$ cat config.mk
export PLATFORM = sky130hd
export DESIGN_NAME = usc_uart
export DESIGN_NICKNAME = d
export VERILOG_FILES = /design/src/logic/usc_pkg.sv /design/src/logic/usc_baud.sv /design/src/logic/usc_uart.sv
export SDC_FILE = /design/constraint.sdc
export NUM_CORES = 1
export LEC_CHECK = 0
export ABC_CLOCK_PERIOD_IN_PS = 4300
export BUFFER_PORTS_ARGS = -buffer_cell sky130_fd_sc_hd__buf_2
export CORE_ASPECT_RATIO = 0.5
export CORE_MARGIN = 1
export CORE_UTILIZATION = 60
export CTS_CLUSTER_DIAMETER = 30
export CTS_CLUSTER_SIZE = 8
export DETAILED_ROUTE_END_ITERATION = 8
export PLACE_DENSITY = 0.93
export SYNTH_ARGS = -nofsm -noshare
export SYNTH_HDL_FRONTEND = slang
export SYNTH_HIERARCHICAL = 1
export SYNTH_SLANG_ARGS = --single-unit
export TNS_END_PERCENT = 100
$ cat constraint.sdc
create_clock -name pclk -period 4.3 [get_ports pclk]
set_clock_uncertainty 0.15 [all_clocks]
set_input_delay 0.43 -clock pclk [delete_from_list [all_inputs] [get_ports pclk]]
set_output_delay 0.43 -clock pclk [all_outputs]
set_load 0.1 [all_outputs]
$ cat src/logic/usc_pkg.sv
`default_nettype none
package usc_pkg;
  // Register byte offsets
  localparam logic [7:0] OFS_CTRL = 8'h00;
  localparam logic [7:0] OFS_DATA = 8'h04;
  localparam logic [7:0] OFS_BAUD = 8'h08;
  localparam logic [7:0] OFS_STAT = 8'h0c;
  localparam logic [7:0] OFS_MASK = 8'h10;

  // Control register field positions
  localparam int CTRL_MODE = 7;
  localparam int CTRL_ONE = 6;
  localparam int CTRL_MCE = 5;
  localparam int CTRL_REN = 4;
  localparam int CTRL_TB8 = 3;
  localparam int CTRL_RB8 = 2;
  localparam int CTRL_TI = 1;
  localparam int CTRL_RI = 0;

  // Status and mask field positions
  localparam int EV_RX = 0;
  localparam int EV_TX = 1;

  // Values after reset
  localparam logic [6:0] CTRL_RST = 7'h00;
  localparam logic [1:0] MASK_RST = 2'h0;
  localparam logic [7:0] DATA_RST = 8'h00;

  // Baud timing, 16 ticks per bit
  localparam int CLK_HZ = 25_000_000;
  localparam int BAUD_HZ = 9600;
  localparam int OVS = 16;
  localparam logic [3:0] CNT_MID = 4'h7;
  localparam logic [3:0] CNT_END = 4'hf;
  localparam logic [2:0] BIT_LAST = 3'h7;
  localparam logic [15:0] DIV_RST = 16'(CLK_HZ / (BAUD_HZ * OVS) - 1);

  // Control bits as held
  typedef struct packed {
    logic mode;
    logic mce;
    logic ren;
    logic tb8;
    logic rb8;
    logic ti;
    logic ri;
  } usc_ctrl_t;

  // One-hot serial states
  typedef enum logic [4:0] {
    SER_IDLE = 5'b00001,
    SER_START = 5'b00010,
    SER_DATA = 5'b00100,
    SER_NINE = 5'b01000,
    SER_STOP = 5'b10000
  } usc_ser_t;

  // Whole state of the port
  typedef struct packed {
    usc_ctrl_t ctrl;
    logic [1:0] mask;
    logic [15:0] div;
    usc_ser_t tx_st;
    logic [7:0] tx_sh;
    logic [3:0] tx_cnt;
    logic [2:0] tx_bit;
    logic txd;
    usc_ser_t rx_st;
    logic [7:0] rx_sh;
    logic [3:0] rx_cnt;
    logic [2:0] rx_bit;
    logic rx_nine;
    logic [7:0] rx_data;
    logic rxd_q;
    logic [31:0] prdata;
    logic pready;
    logic pslverr;
    logic irq;
  } usc_state_t;
endpackage
`default_nettype wire

$ cat src/logic/usc_baud.sv
`timescale 1ns/1ps
`default_nettype none
module usc_baud (
  input wire logic pclk, // Core clock
  input wire logic presetn, // Async reset, low
  input wire logic ce, // Clock enable
  input wire logic [15:0] div, // Cycles per tick minus one
  output logic tick // One-cycle oversample tick
);
  typedef struct packed {
    logic [15:0] cnt;
    logic tick;
  } usc_baud_st_t;

  usc_baud_st_t st_reg;
  usc_baud_st_t st_next;

  // Count up to one tick per div+1 cycles
  always_comb begin
    st_next = st_reg;
    st_next.tick = 1'b0;
    if (st_reg.cnt >= div) begin
      st_next.cnt = 16'h0000;
      st_next.tick = 1'b1;
    end else begin
      st_next.cnt = st_reg.cnt + 16'h0001;
    end
  end

  // State register
  always_ff @(posedge pclk or negedge presetn) begin
    if (!presetn) begin
      st_reg <= '0;
    end else if (ce) begin
      st_reg <= st_next;
    end
  end

  assign tick = st_reg.tick;
endmodule
`default_nettype wire

$ cat src/logic/usc_uart.sv
`timescale 1ns/1ps
`default_nettype none
module usc_uart (
  input wire logic pclk, // Core clock, 25 MHz
  input wire logic presetn, // Async reset, low
  input wire logic ce, // Clock enable, freezes all
  input wire logic psel, // APB select
  input wire logic penable, // APB enable
  input wire logic pwrite, // APB direction
  input wire logic [7:0] paddr, // APB byte address
  input wire logic [31:0] pwdata, // APB write data
  output logic [31:0] prdata, // APB read data
  output logic pready, // APB ready
  output logic pslverr, // APB error, unmapped
  input wire logic rxd, // Serial receive line
  output logic txd, // Serial transmit line
  output logic irq // Interrupt, high level
);
  usc_pkg::usc_state_t s_reg;
  usc_pkg::usc_state_t s_next;
  logic tick;
  logic wr_en;
  logic stop_ok;
  logic rx_take;
  logic tx_set;
  logic rx_set;

  // Oversample ticks from the divisor register
  usc_baud u_baud (
    .pclk(pclk),
    .presetn(presetn),
    .ce(ce),
    .div(s_reg.div),
    .tick(tick)
  );

  // End of one bit period
  function automatic logic bit_end(input logic tk, input logic [3:0] cnt);
    bit_end = tk && (cnt == usc_pkg::CNT_END);
  endfunction

  // Known register address
  function automatic logic mapped(input logic [7:0] a);
    mapped = (a == usc_pkg::OFS_CTRL) || (a == usc_pkg::OFS_DATA) ||
             (a == usc_pkg::OFS_BAUD) || (a == usc_pkg::OFS_STAT) ||
             (a == usc_pkg::OFS_MASK);
  endfunction

  // Read view of the control register, bit 6 fixed high
  function automatic logic [7:0] ctrl_view(input usc_pkg::usc_ctrl_t c);
    ctrl_view = {c.mode, 1'b1, c.mce, c.ren, c.tb8, c.rb8, c.ti, c.ri};
  endfunction

  assign wr_en = psel && penable && pwrite && s_reg.pready;

  // Next state of the whole port
  always_comb begin
    s_next = s_reg;
    tx_set = 1'b0;
    rx_set = 1'b0;
    stop_ok = 1'b0;
    rx_take = 1'b0;
    s_next.rxd_q = rxd;

    // Transmitter
    if (tick && (s_reg.tx_st != usc_pkg::SER_IDLE)) begin
      s_next.tx_cnt = s_reg.tx_cnt + 4'h1;
    end
    if (bit_end(tick, s_reg.tx_cnt)) begin
      unique case (s_reg.tx_st)
        usc_pkg::SER_START: begin
          s_next.tx_st = usc_pkg::SER_DATA;
          s_next.txd = s_reg.tx_sh[0];
          s_next.tx_bit = 3'h0;
        end
        usc_pkg::SER_DATA: begin
          s_next.tx_sh = {1'b0, s_reg.tx_sh[7:1]};
          s_next.tx_bit = s_reg.tx_bit + 3'h1;
          s_next.txd = s_reg.tx_sh[1];
          if (s_reg.tx_bit == usc_pkg::BIT_LAST) begin
            if (s_reg.ctrl.mode) begin
              s_next.tx_st = usc_pkg::SER_NINE;
              s_next.txd = s_reg.ctrl.tb8;
            end else begin
              s_next.tx_st = usc_pkg::SER_STOP;
              s_next.txd = 1'b1;
              tx_set = 1'b1;
            end
          end
        end
        usc_pkg::SER_NINE: begin
          s_next.tx_st = usc_pkg::SER_STOP;
          s_next.txd = 1'b1;
          tx_set = 1'b1;
        end
        usc_pkg::SER_STOP: begin
          s_next.tx_st = usc_pkg::SER_IDLE;
        end
        usc_pkg::SER_IDLE: begin
        end
      endcase
    end

    // Receiver
    if (tick && (s_reg.rx_st != usc_pkg::SER_IDLE)) begin
      s_next.rx_cnt = s_reg.rx_cnt + 4'h1;
    end
    unique case (s_reg.rx_st)
      usc_pkg::SER_IDLE: begin
        if (s_reg.ctrl.ren && s_reg.rxd_q && !rxd) begin
          s_next.rx_st = usc_pkg::SER_START;
          s_next.rx_cnt = 4'h0;
        end
      end
      usc_pkg::SER_START: begin
        if (tick && (s_reg.rx_cnt == usc_pkg::CNT_MID)) begin
          s_next.rx_cnt = 4'h0;
          s_next.rx_bit = 3'h0;
          s_next.rx_st = rxd ? usc_pkg::SER_IDLE : usc_pkg::SER_DATA;
        end
      end
      usc_pkg::SER_DATA: begin
        if (bit_end(tick, s_reg.rx_cnt)) begin
          s_next.rx_sh = {rxd, s_reg.rx_sh[7:1]};
          s_next.rx_bit = s_reg.rx_bit + 3'h1;
          if (s_reg.rx_bit == usc_pkg::BIT_LAST) begin
            s_next.rx_st = s_reg.ctrl.mode ? usc_pkg::SER_NINE
                                           : usc_pkg::SER_STOP;
          end
        end
      end
      usc_pkg::SER_NINE: begin
        if (bit_end(tick, s_reg.rx_cnt)) begin
          s_next.rx_nine = rxd;
          s_next.rx_st = usc_pkg::SER_STOP;
        end
      end
      usc_pkg::SER_STOP: begin
        if (bit_end(tick, s_reg.rx_cnt)) begin
          rx_take = 1'b1;
          s_next.rx_st = usc_pkg::SER_IDLE;
        end
      end
      default: begin
        s_next.rx_st = usc_pkg::SER_IDLE;
      end
    endcase
    if (!s_reg.ctrl.ren) begin
      s_next.rx_st = usc_pkg::SER_IDLE;
    end

    // Qualify a finished frame
    if (s_reg.ctrl.mode) begin
      stop_ok = !s_reg.ctrl.mce || s_reg.rx_nine;
    end else begin
      stop_ok = !s_reg.ctrl.mce || rxd;
    end
    if (rx_take && s_reg.ctrl.ren) begin
      s_next.ctrl.rb8 = s_reg.ctrl.mode ? s_reg.rx_nine : rxd;
      if (stop_ok) begin
        rx_set = 1'b1;
        s_next.rx_data = s_reg.rx_sh;
      end
    end

    // APB access phase answers one cycle after setup
    s_next.pready = psel && !penable;
    if (psel && !penable) begin
      s_next.pslverr = !mapped(paddr);
      s_next.prdata = 32'h0000_0000;
      if (paddr == usc_pkg::OFS_CTRL) begin
        s_next.prdata = {24'h000000, ctrl_view(s_reg.ctrl)};
      end else if (paddr == usc_pkg::OFS_DATA) begin
        s_next.prdata = {24'h000000, s_reg.rx_data};
      end else if (paddr == usc_pkg::OFS_BAUD) begin
        s_next.prdata = {16'h0000, s_reg.div};
      end else if (paddr == usc_pkg::OFS_STAT) begin
        s_next.prdata = {30'h0, s_reg.ctrl.ti, s_reg.ctrl.ri};
      end else if (paddr == usc_pkg::OFS_MASK) begin
        s_next.prdata = {30'h0, s_reg.mask};
      end
    end else begin
      s_next.pslverr = 1'b0;
    end

    // Register writes; flags clear by 0 in control or 1 in status
    if (wr_en) begin
      if (paddr == usc_pkg::OFS_CTRL) begin
        s_next.ctrl.mode = pwdata[usc_pkg::CTRL_MODE];
        s_next.ctrl.mce = pwdata[usc_pkg::CTRL_MCE];
        s_next.ctrl.ren = pwdata[usc_pkg::CTRL_REN];
        s_next.ctrl.tb8 = pwdata[usc_pkg::CTRL_TB8];
        s_next.ctrl.rb8 = pwdata[usc_pkg::CTRL_RB8];
        s_next.ctrl.ti = s_reg.ctrl.ti & pwdata[usc_pkg::CTRL_TI];
        s_next.ctrl.ri = s_reg.ctrl.ri & pwdata[usc_pkg::CTRL_RI];
      end else if (paddr == usc_pkg::OFS_STAT) begin
        s_next.ctrl.ti = s_reg.ctrl.ti & !pwdata[usc_pkg::EV_TX];
        s_next.ctrl.ri = s_reg.ctrl.ri & !pwdata[usc_pkg::EV_RX];
      end else if (paddr == usc_pkg::OFS_MASK) begin
        s_next.mask = pwdata[1:0];
      end else if (paddr == usc_pkg::OFS_BAUD) begin
        s_next.div = pwdata[15:0];
      end else if (paddr == usc_pkg::OFS_DATA &&
                   s_reg.tx_st == usc_pkg::SER_IDLE) begin
        s_next.tx_st = usc_pkg::SER_START;
        s_next.tx_sh = pwdata[7:0];
        s_next.tx_cnt = 4'h0;
        s_next.txd = 1'b0;
      end
    end

    // Hardware sets win over software clears
    if (tx_set) begin
      s_next.ctrl.ti = 1'b1;
    end
    if (rx_set) begin
      s_next.ctrl.ri = 1'b1;
    end

    // Interrupt level from unmasked flags
    s_next.irq = (s_next.ctrl.ti && s_next.mask[usc_pkg::EV_TX]) ||
                 (s_next.ctrl.ri && s_next.mask[usc_pkg::EV_RX]);
  end

  // State register
  always_ff @(posedge pclk or negedge presetn) begin
    if (!presetn) begin
      s_reg <= '0;
      s_reg.ctrl <= usc_pkg::CTRL_RST;
      s_reg.mask <= usc_pkg::MASK_RST;
      s_reg.div <= usc_pkg::DIV_RST;
      s_reg.tx_st <= usc_pkg::SER_IDLE;
      s_reg.rx_st <= usc_pkg::SER_IDLE;
      s_reg.txd <= 1'b1;
      s_reg.rxd_q <= 1'b1;
      s_reg.rx_data <= usc_pkg::DATA_RST;
    end else if (ce) begin
      s_reg <= s_next;
    end
  end

  // Outputs straight from flops
  assign prdata = s_reg.prdata;
  assign pready = s_reg.pready;
  assign pslverr = s_reg.pslverr;
  assign txd = s_reg.txd;
  assign irq = s_reg.irq;
endmodule
`default_nettype wire

=== Word-level counts from Yosys, hierarchy flattened ===
Index checks and enable logic that the tools add are counted.

* Add/sub/neg operators: 5
* Multipliers: 0
* Div/mod/pow operators: 0
* $lt $le $gt $ge: 1
* Equality and inequality tests: 29
* Shifts and indexed selects: 0
* Muxes and demuxes: 64
* Bitwise gates (word level): 7
* Reduce and logical (&&, ||, !) cells: 40

{| class="wikitable"
|+ Operators with widths
! cell !! count
|-
| 2-to-1 mux 16 bit || 5
|-
| 2-to-1 mux 35 bit || 2
|-
| 2-to-1 mux 5 bit || 8
|-
| 2-to-1 mux 38 bit || 1
|-
| 2-to-1 mux 17 bit || 2
|-
| 2-to-1 mux 33 bit || 1
|-
| 2-to-1 mux 13 bit || 2
|-
| case mux 5 bit (5 select lines) || 1
|-
| 2-to-1 mux 1 bit || 24
|-
| case mux 5 bit (4 select lines) || 1
|-
| inequality test 3 bit (second input constant) || 6
|-
| adder 16 x 1 -> 16 bit (second input constant) || 1
|-
| == test 8 x 4 -> 1 bit (second input constant) || 2
|-
| greater-or-equal comparator 16 bit || 1
|-
| logical AND 1 bit || 15
|-
| AND reduction 3 bit || 5
|-
| 2-to-1 mux 4 bit || 3
|-
| case mux 3 bit (2 select lines) || 2
|-
| == test 5 x 1 -> 1 bit (second input constant) || 2
|-
| == test 5 x 2 -> 1 bit (second input constant) || 2
|-
| == test 5 x 3 -> 1 bit (second input constant) || 2
|-
| == test 5 x 4 -> 1 bit (second input constant) || 2
|-
| == test 5 bit (second input constant) || 2
|-
| 2-to-1 mux 2 bit || 5
|-
| other kinds (25) || 49
|}

* Register bits: 128
* Bits in latches: 0
* Bits in writable memories: 0
* Bits in read-only memories: 0
* Output and inout port bits: 36
* Logic and storage cells: 173
* Memories: 0

=== Logic depth before layout (Yosys ltp) ===
Gate-level depths: netlist of the first run.

* Depth in word-level cells: 13
* Gate-level depth with buffers: 8
* Depth with buffers taken out: 7

=== Hierarchy ===
Netlist of the first run, hierarchy kept.

{| class="wikitable"
|+ By module, submodules not included
! module !! times used !! cells each !! area an instance (um^2) !! seq. area each (um^2)
|-
| usc_uart || 1 || 477 || 5011.1 || 2386.0
|-
| usc_baud || 1 || 145 || 1371.3 || 425.4
|}

=== Worst setup path after synthesis of the first run ===
Ideal clock, no wire load.

* Path kind: register to register
* Start point: register s_reg, in the netlist pready
* End point: register, netlist name s_reg[100]
* Arrival: 2.307 ns
* Required time: 4.025 ns
* Path slack: 1.718 ns
* Stages on the path, launching flop included: 6
* Buffers on the path: 1
* Clock period less this slack: 2.582 ns
* Cells stage by stage: dfrtp_1 and4_1 nand2_1 nor4_4 buf_6 mux2_2

* Cells in the longest elaborated chain, start to end: 2

{| class="wikitable"
|+ RTL lines
! what !! RTL line !! source
|-
| start, declared || usc_uart.sv:19 || <nowiki>usc_pkg::usc_state_t s_reg;</nowiki>
|-
| start signal, assigned || usc_uart.sv:238 || <nowiki>s_reg <= s_next;</nowiki>
|-
| logical AND 1 bit || usc_uart.sv:54 || <nowiki>assign wr_en = psel && penable && pwrite && s_reg.pready;</nowiki>
|-
| AND reduction 6 bit (no line) || - ||
|}

Every way passes these cells.
A chain may end at the register's enable or synchronous reset.

=== Final worst setup path of the first run ===
* Start point: register s_reg[82] in the netlist's numbering
* End point: register s_reg[79] in the netlist's numbering

* Cells in the longest elaborated chain, start to end: 9

{| class="wikitable"
|+ RTL lines
! what !! RTL line !! source
|-
| == test 5 x 3 -> 1 bit || usc_uart.sv:70 || <nowiki>unique case (s_reg.tx_st)</nowiki>
|-
| 2-to-1 mux 8 bit || usc_uart.sv:70 ||
|-
| 2-to-1 mux 13 bit || usc_uart.sv:69 || <nowiki>if (bit_end(tick, s_reg.tx_cnt)) begin</nowiki>
|-
| 2-to-1 mux 17 bit || usc_uart.sv:203 || <nowiki>end else if (paddr == usc_pkg::OFS_DATA &&</nowiki>
|-
| 2-to-1 mux 17 bit || usc_uart.sv:201 || <nowiki>end else if (paddr == usc_pkg::OFS_BAUD) begin</nowiki>
|-
| 2-to-1 mux 33 bit || usc_uart.sv:199 || <nowiki>end else if (paddr == usc_pkg::OFS_MASK) begin</nowiki>
|-
| 2-to-1 mux 35 bit || usc_uart.sv:196 || <nowiki>end else if (paddr == usc_pkg::OFS_STAT) begin</nowiki>
|-
| 2-to-1 mux 35 bit || usc_uart.sv:188 || <nowiki>if (paddr == usc_pkg::OFS_CTRL) begin</nowiki>
|-
| 2-to-1 mux 38 bit * || usc_uart.sv:187 || <nowiki>if (wr_en) begin</nowiki>
|}

Every way passes the cells marked *; elsewhere a longest branch is shown, timed or not.

==> impl_metrics.toml, run 1 <==
[final_layout]
mostFrequentLayoutCell = "dfrtp_1"
diodes = 0
final_cell_mix = "dfrtp_1 (105), buf_2 (49), nand2_1 (48), mux2_2 (41), inv_1 (41)"
nNetsFinal = 718
fill_cells = 704
syn_to_final_growth_pct = 6.98
largest_reg_flops = 75
layout-drive-gt1-share = 0.232

[grt]
grt_pass1_wl_um = 23200
grt_use_met1 = 0.327
track_usage = 0.268
use_met3 = 0.0503
top_usage_layer = "met2"
antenna_found_initial = 0
grt_pass1_vias = 4817
overflow = 0
grt_use_met2 = 0.474
grt_max_degree = 49

[route]
drt_iter0_markers = 613
routed_wl_um = 14200
dr.pass1.iters = 6
wl_per_cell_um = 17.9
route.antenna.remaining_nets = 0
drc = 0
vias = 4996
drt-vias-per-instance = 6.31

[yosys]
muxShareOfSynthArea = 0.0951
ys_async_sr_fraction = 1.00
synth_top_family_by_area = "simple AND/OR/NAND/NOR gates"
synth-edff-count = 0
synth_seq_cells = 112
synth_compound_area_frac = 0.147
synthSimpleGateAreaFrac = 0.166
netlist_instances = 622
yosysTopAreaCell = "dfrtp_1"
yosysTopAreaCellShare = 0.412
synthAdderAreaFrac = 0.0470
syn_area_sq_um = 6380
yosysSeqAreaShare = 0.441
synthDistinctLibCells = 70
synthTopCellsByArea = "dfrtp_1 (41%), mux2_2 (7.2%), ha_1 (4.7%), buf_4 (3.8%), dfstp_2 (2.9%)"
avgSynthCellArea_sq_um = 10.3
synth_warnings = 6
synthXorXnorAreaFrac = 0.0233
synth_ff_type = "dfrtp_1"

[sta]
slew_headroom = 0.284
final-setup-viol-count = 0
finalCritPeriodShare = 0.600
worst_pin_slew_ns = 1.07
timing.final.crit_period_ns = 2.58
fmax_ghz = 0.388
tns_ns = 0
drv_slew = 0
rsz0062_at_grt = "false"
finalHoldViolCount = 0

[floorplan]
die-height_um = 74.9
start_util = 0.621
core_sq_um = 10300
die_area_sq_um = 11100
fp.dieW_um = 148
ios = 83
rows = 26

[flow_run]
cap_violations = 0

[worst_hold_path]
hold_class = "input pin to flop"
whs_path_depth = 2
hp-start = "pwdata[12]"

[critical_path]
r2r_start = "s_reg[82]"
startpoint_type = "flop"
worstPathRequired_ns = 4.42
critPathArrivalTime_ns = 2.70
end_kind = "flop"
crit_start = "s_reg[82]"
r2r_cells = 5
crit_type = "flop to flop"
critPathMaxFanout = 16

[clock_network]
cts_tree = "built"
clockRootBuffer = "clkbuf_16"
cts_made_buffers = 9
worstSkewPairLatency_ns = 0.35
cts.sinks = 112
htreeDepth = 3
clk_pin_slew_ns = 0.08
max-clock-path-buffers = 2

[power_and_ir_drop]
max-vdd-ir-drop_uv = 200
power_mw = 2.31
p_leak_nw = 3.17
pwr_density_cell_nw_per_um2 = 339

[place]
io_buffer_count = 50
gp_congestion = 0.872
dpl.hpwl_um = 9830

[status]
status = "finished clean"
synthesized netlist by cell type, drive strengths merged (5+ instances only):
master and number:
a22oi 9, nor3 17, buf 39, xnor2 11, clkbuf 17, nand4 14, nand3 20, a31oi 5
o21ai 34, or3 7, dfstp 7, inv 41, and3 5, nand2 49, and4 5, ha 24
dfrtp 105, a21o 5, nor2 33, nand3b 5, o22ai 6, a22o 16, mux2i 13, xor2 6
mux2 42, nor4 7, a21oi 27, nand2b 7
path summary, 6_finish.rpt:
| check | slack [ns] | end |
|---|---|---|
| worst min register to register | 0.34 | txd |
| worst max register to register | 1.72 | s_reg[79] |
| max in group asynchronous | 2.63 | s_reg[93] |
| min in group asynchronous | 0.47 | s_reg[68] |
| worst min-delay path | 0.16 | s_reg[98] |
| worst max-delay path | 1.72 | s_reg[79] |
stage by stage:
| stage | worst slack [ns] | cells | util | cell area (sq um) | hold slack (ns) |
|---|---|---|---|---|---|
| 2_1_floorplan | 1.72 | 637 | - | 6440 | -0.0156 |
| 4_1_cts | 1.78 | 792 | 0.664 | 6830 | 0.153 |
| 6_report | 1.72 | 792 | 0.664 | 6830 | 0.156 |
| 3_3_place_gp | 1.50 | 775 | 0.636 | 6540 | 0.316 |
| 5_1_grt | 1.52 | 792 | 0.664 | 6830 | 0.157 |
| 3_5_place_dp | 1.42 | 775 | 0.636 | 6540 | 0.323 |
worst max-delay path: stages, from the launching register on:
cell and delay [ns]:
dfrtp_1 0.49, nor3_1 0.46, nand2_1 0.25, nor4_4 0.76
a22oi_1 0.24, o21ai_0 0.13
metal layers:
layer  wire (um)  part of all wire
met1        5820              0.41
met2        6900              0.49
met3        1020             0.072
met4         426             0.030
met5           0                 0
final cells by class:
type / count / area, sq um / area share
inverter: 41 / 154 / 0.0225
tap: 140 / 175 / 0.0257
clock inverter: 6 / 51.3 / 0.00751
multi-input combinational: 428 / 3110 / 0.456
sequential: 112 / 2810 / 0.412
clock buffer: 10 / 229 / 0.0335
timing repair buffer: 55 / 293 / 0.0429
where the power goes:
part | switching, mW | leakage, nW | total, mW | internal (mW)
combinational | 0.250 | 1.56 | 0.346 | 0.0957
sequential | 0.0594 | 1.46 | 1.16 | 1.10
clock | 0.398 | 0.140 | 0.802 | 0.404
cell families (layout without fill, tap and decap cells):
logic type               Yosys count  in the layout
AO/OA/AOI/OAI                    132            132
XOR/XNOR                          17             17
adder cells (fa/ha/maj)           24             24
buffers and inverters             97            112
flip-flops                       112            112
multiplexers                      55             55
other                              1             16
AND/OR/NAND/NOR                  184            184
repair_timing:
action | 4_1_cts | 5_1_grt
setup buffers | 0 | 0
hold buffers | 1 | 0
endpoints found under the hold margin | 42 | 0
resized for setup | 0 | 0
No activity file was read; power rests on OpenSTA's default activity.
==> inputs of run 2 (changes only) <==
ABC_CLOCK_PERIOD_IN_PS = 2300   (was 4300)
CORE_UTILIZATION = 53   (was 60)
PLACE_DENSITY = 0.88   (was 0.93)
clock period = 2.3 ns   (was 4.3 ns; I/O delays follow)
==> run 2 against run 1 <==
Sequential power is 87% higher. Power is 94% higher. Via count is 0.20% lower. Worst setup slack worse by 1.6 ns. Global-route usage is 2.2 points lower.
==> impl_metrics.toml, run 2 (same netlist as run 1, synthesis figures left out) <==
[power_and_ir_drop]
max-vdd-ir-drop_uv = 402
pwr_density_cell_nw_per_um2 = 619
p_leak_nw = 3.36

[place]
dpl.hpwl_um = 10100
dp.cells = 815
io_buffer_count = 50
place_ws_ns = 0.0712
gp_congestion = 0.930

[final_layout]
layout-drive-gt1-share = 0.259
nNetsFinal = 753
diodes = 0
mostFrequentLayoutCell = "dfrtp_1"
fill_cells = 842
syn_to_final_growth_pct = 13.3
final_cell_mix = "dfrtp_1 (104), buf_2 (49), nand2_1 (48), mux2_2 (41), inv_1 (41)"
instances_no_fill = 846
utilization = 0.637
regArea_sq_um = 2810
multiInputGateArea_sq_um = 3140
largest_reg_flops = 75

[critical_path]
crit_path_cell_trace = "inv_1 -> ha_1 -> a31oi_1 -> nor2b_1 -> o311ai_4 -> buf_4 -> nand4_4 -> o22ai_1"
r2r-end = "u_baud/st_reg[3]"
critPathArrivalTime_ns = 2.35
slowest_stage = "dfrtp_1"
critPathMaxFanout = 6
worstPathRequired_ns = 2.42
r2r_start = "s_reg[88]"
r2r_cells = 8
end_kind = "flop"
startpoint_type = "flop"
crit_start = "s_reg[88]"
cpPeakStageDelay_ns = 0.41
crit_type = "flop to flop"
regToRegSetupSlack_ns = 0.08

[grt]
antenna_found_initial = 0
grt_max_degree = 43
grt_pass1_wl_um = 23500
overflow = 0
track_usage = 0.246
grt_pass1_vias = 4868

[sta]
finalCritPeriodShare = 0.967
fmax_ghz = 0.449
drv_slew = 0
final-setup-viol-count = 0
slew_headroom = 0.616
timing.final.ws_setup_ns = 0.0751
worst_pin_slew_ns = 0.576
timing.final.crit_period_ns = 2.22
finalHoldViolCount = 0

[flow_run]
cap_violations = 0

[route]
wl_per_cell_um = 17.1
routed_wl_um = 14400
drt_iter0_markers = 390
vias = 4986
route.antenna.remaining_nets = 0
drt-vias-per-instance = 5.89
drc = 0
dr.pass1.iters = 5

[floorplan]
die-height_um = 79.6
die_area_sq_um = 12500
fp.dieW_um = 157
ios = 83
start_util = 0.562
core_sq_um = 11400
rows = 27

[clock_network]
htreeDepth = 3
cts.sinks = 112
clk_pin_slew_ns = 0.08
clockRootBuffer = "clkbuf_16"
cts_tree = "built"
cts_made_buffers = 9
worstSkewPairLatency_ns = 0.36
max-clock-path-buffers = 2

[worst_hold_path]
min_to = "s_reg[89]"
whs_path_depth = 2
hold_class = "input pin to flop"
hp-start = "pwdata[3]"

[status]
status = "finished clean"
## run 2: what timing repair did
action	4_1_cts	5_1_grt
hold buffers	11	0
setup buffers	0	4
resized for setup	0	4
endpoints found under the hold margin	51	0
setup endpoints to repair	0	27
## run 2: worst max path at each step
stage,endpoint,cells after the start,slack [ns]
6_report,u_baud/st_reg[3],8,0.08
4_1_cts,u_baud/st_reg[3],7,0.03
3_3_place_gp,u_baud/st_reg[3],7,0.16
5_1_grt,u_baud/st_reg[5],8,-0.01
2_1_floorplan,s_reg[100],5,0.009
3_5_place_dp,u_baud/st_reg[3],7,0.07
## run 2: final cells by class
type,count,share of cell area
clock buffers,9,0.0311
repair buffers,90,0.0855
clock inverters,7,0.0109
multi-input cells,428,0.435
well taps,159,0.0275
flip-flops and latches,112,0.389
inverters,41,0.0213
## run 2: metrics by stage
stage	cell area, sq um	setup TNS (ns)	total power, mW	hold WS, ns
detailed placement	6760	0	2.87	0.126
finish	7230	0	4.48	0.00452
floorplan	6440	0	2.69	-0.216
global route	7230	-0.00975	4.65	0.00790
global placement	6760	0	2.84	0.114
CTS	7170	0	4.49	0.000864
## run 2: power by group
part | switching (mW) | total (mW) | internal (mW)
registers | 0.109 | 2.17 | 2.06
logic | 0.474 | 0.688 | 0.213
clock network | 0.757 | 1.61 | 0.857
total | 1.34 | 4.48 | 3.13
## run 2: per-layer routing
layer / track usage / wire [um] / vias up
met5: 0 / 0 / -
met2: 0.418 / 6970 / 173
met1: 0.300 / 6300 / 2476
met4: 0.108 / 293 / 0
met3: 0.0608 / 878 / 34
li1: - / - / 2303
## run 2: critical path: cells and delay by family, from the launching register on
kind	cells	cell delay, ns
DFF	1	0.41
and+or+nand+nor	2	0.24
AOI/OAI and AO/OA	3	0.74
buffers and inverters	2	0.26
adders and majority gates	1	0.33
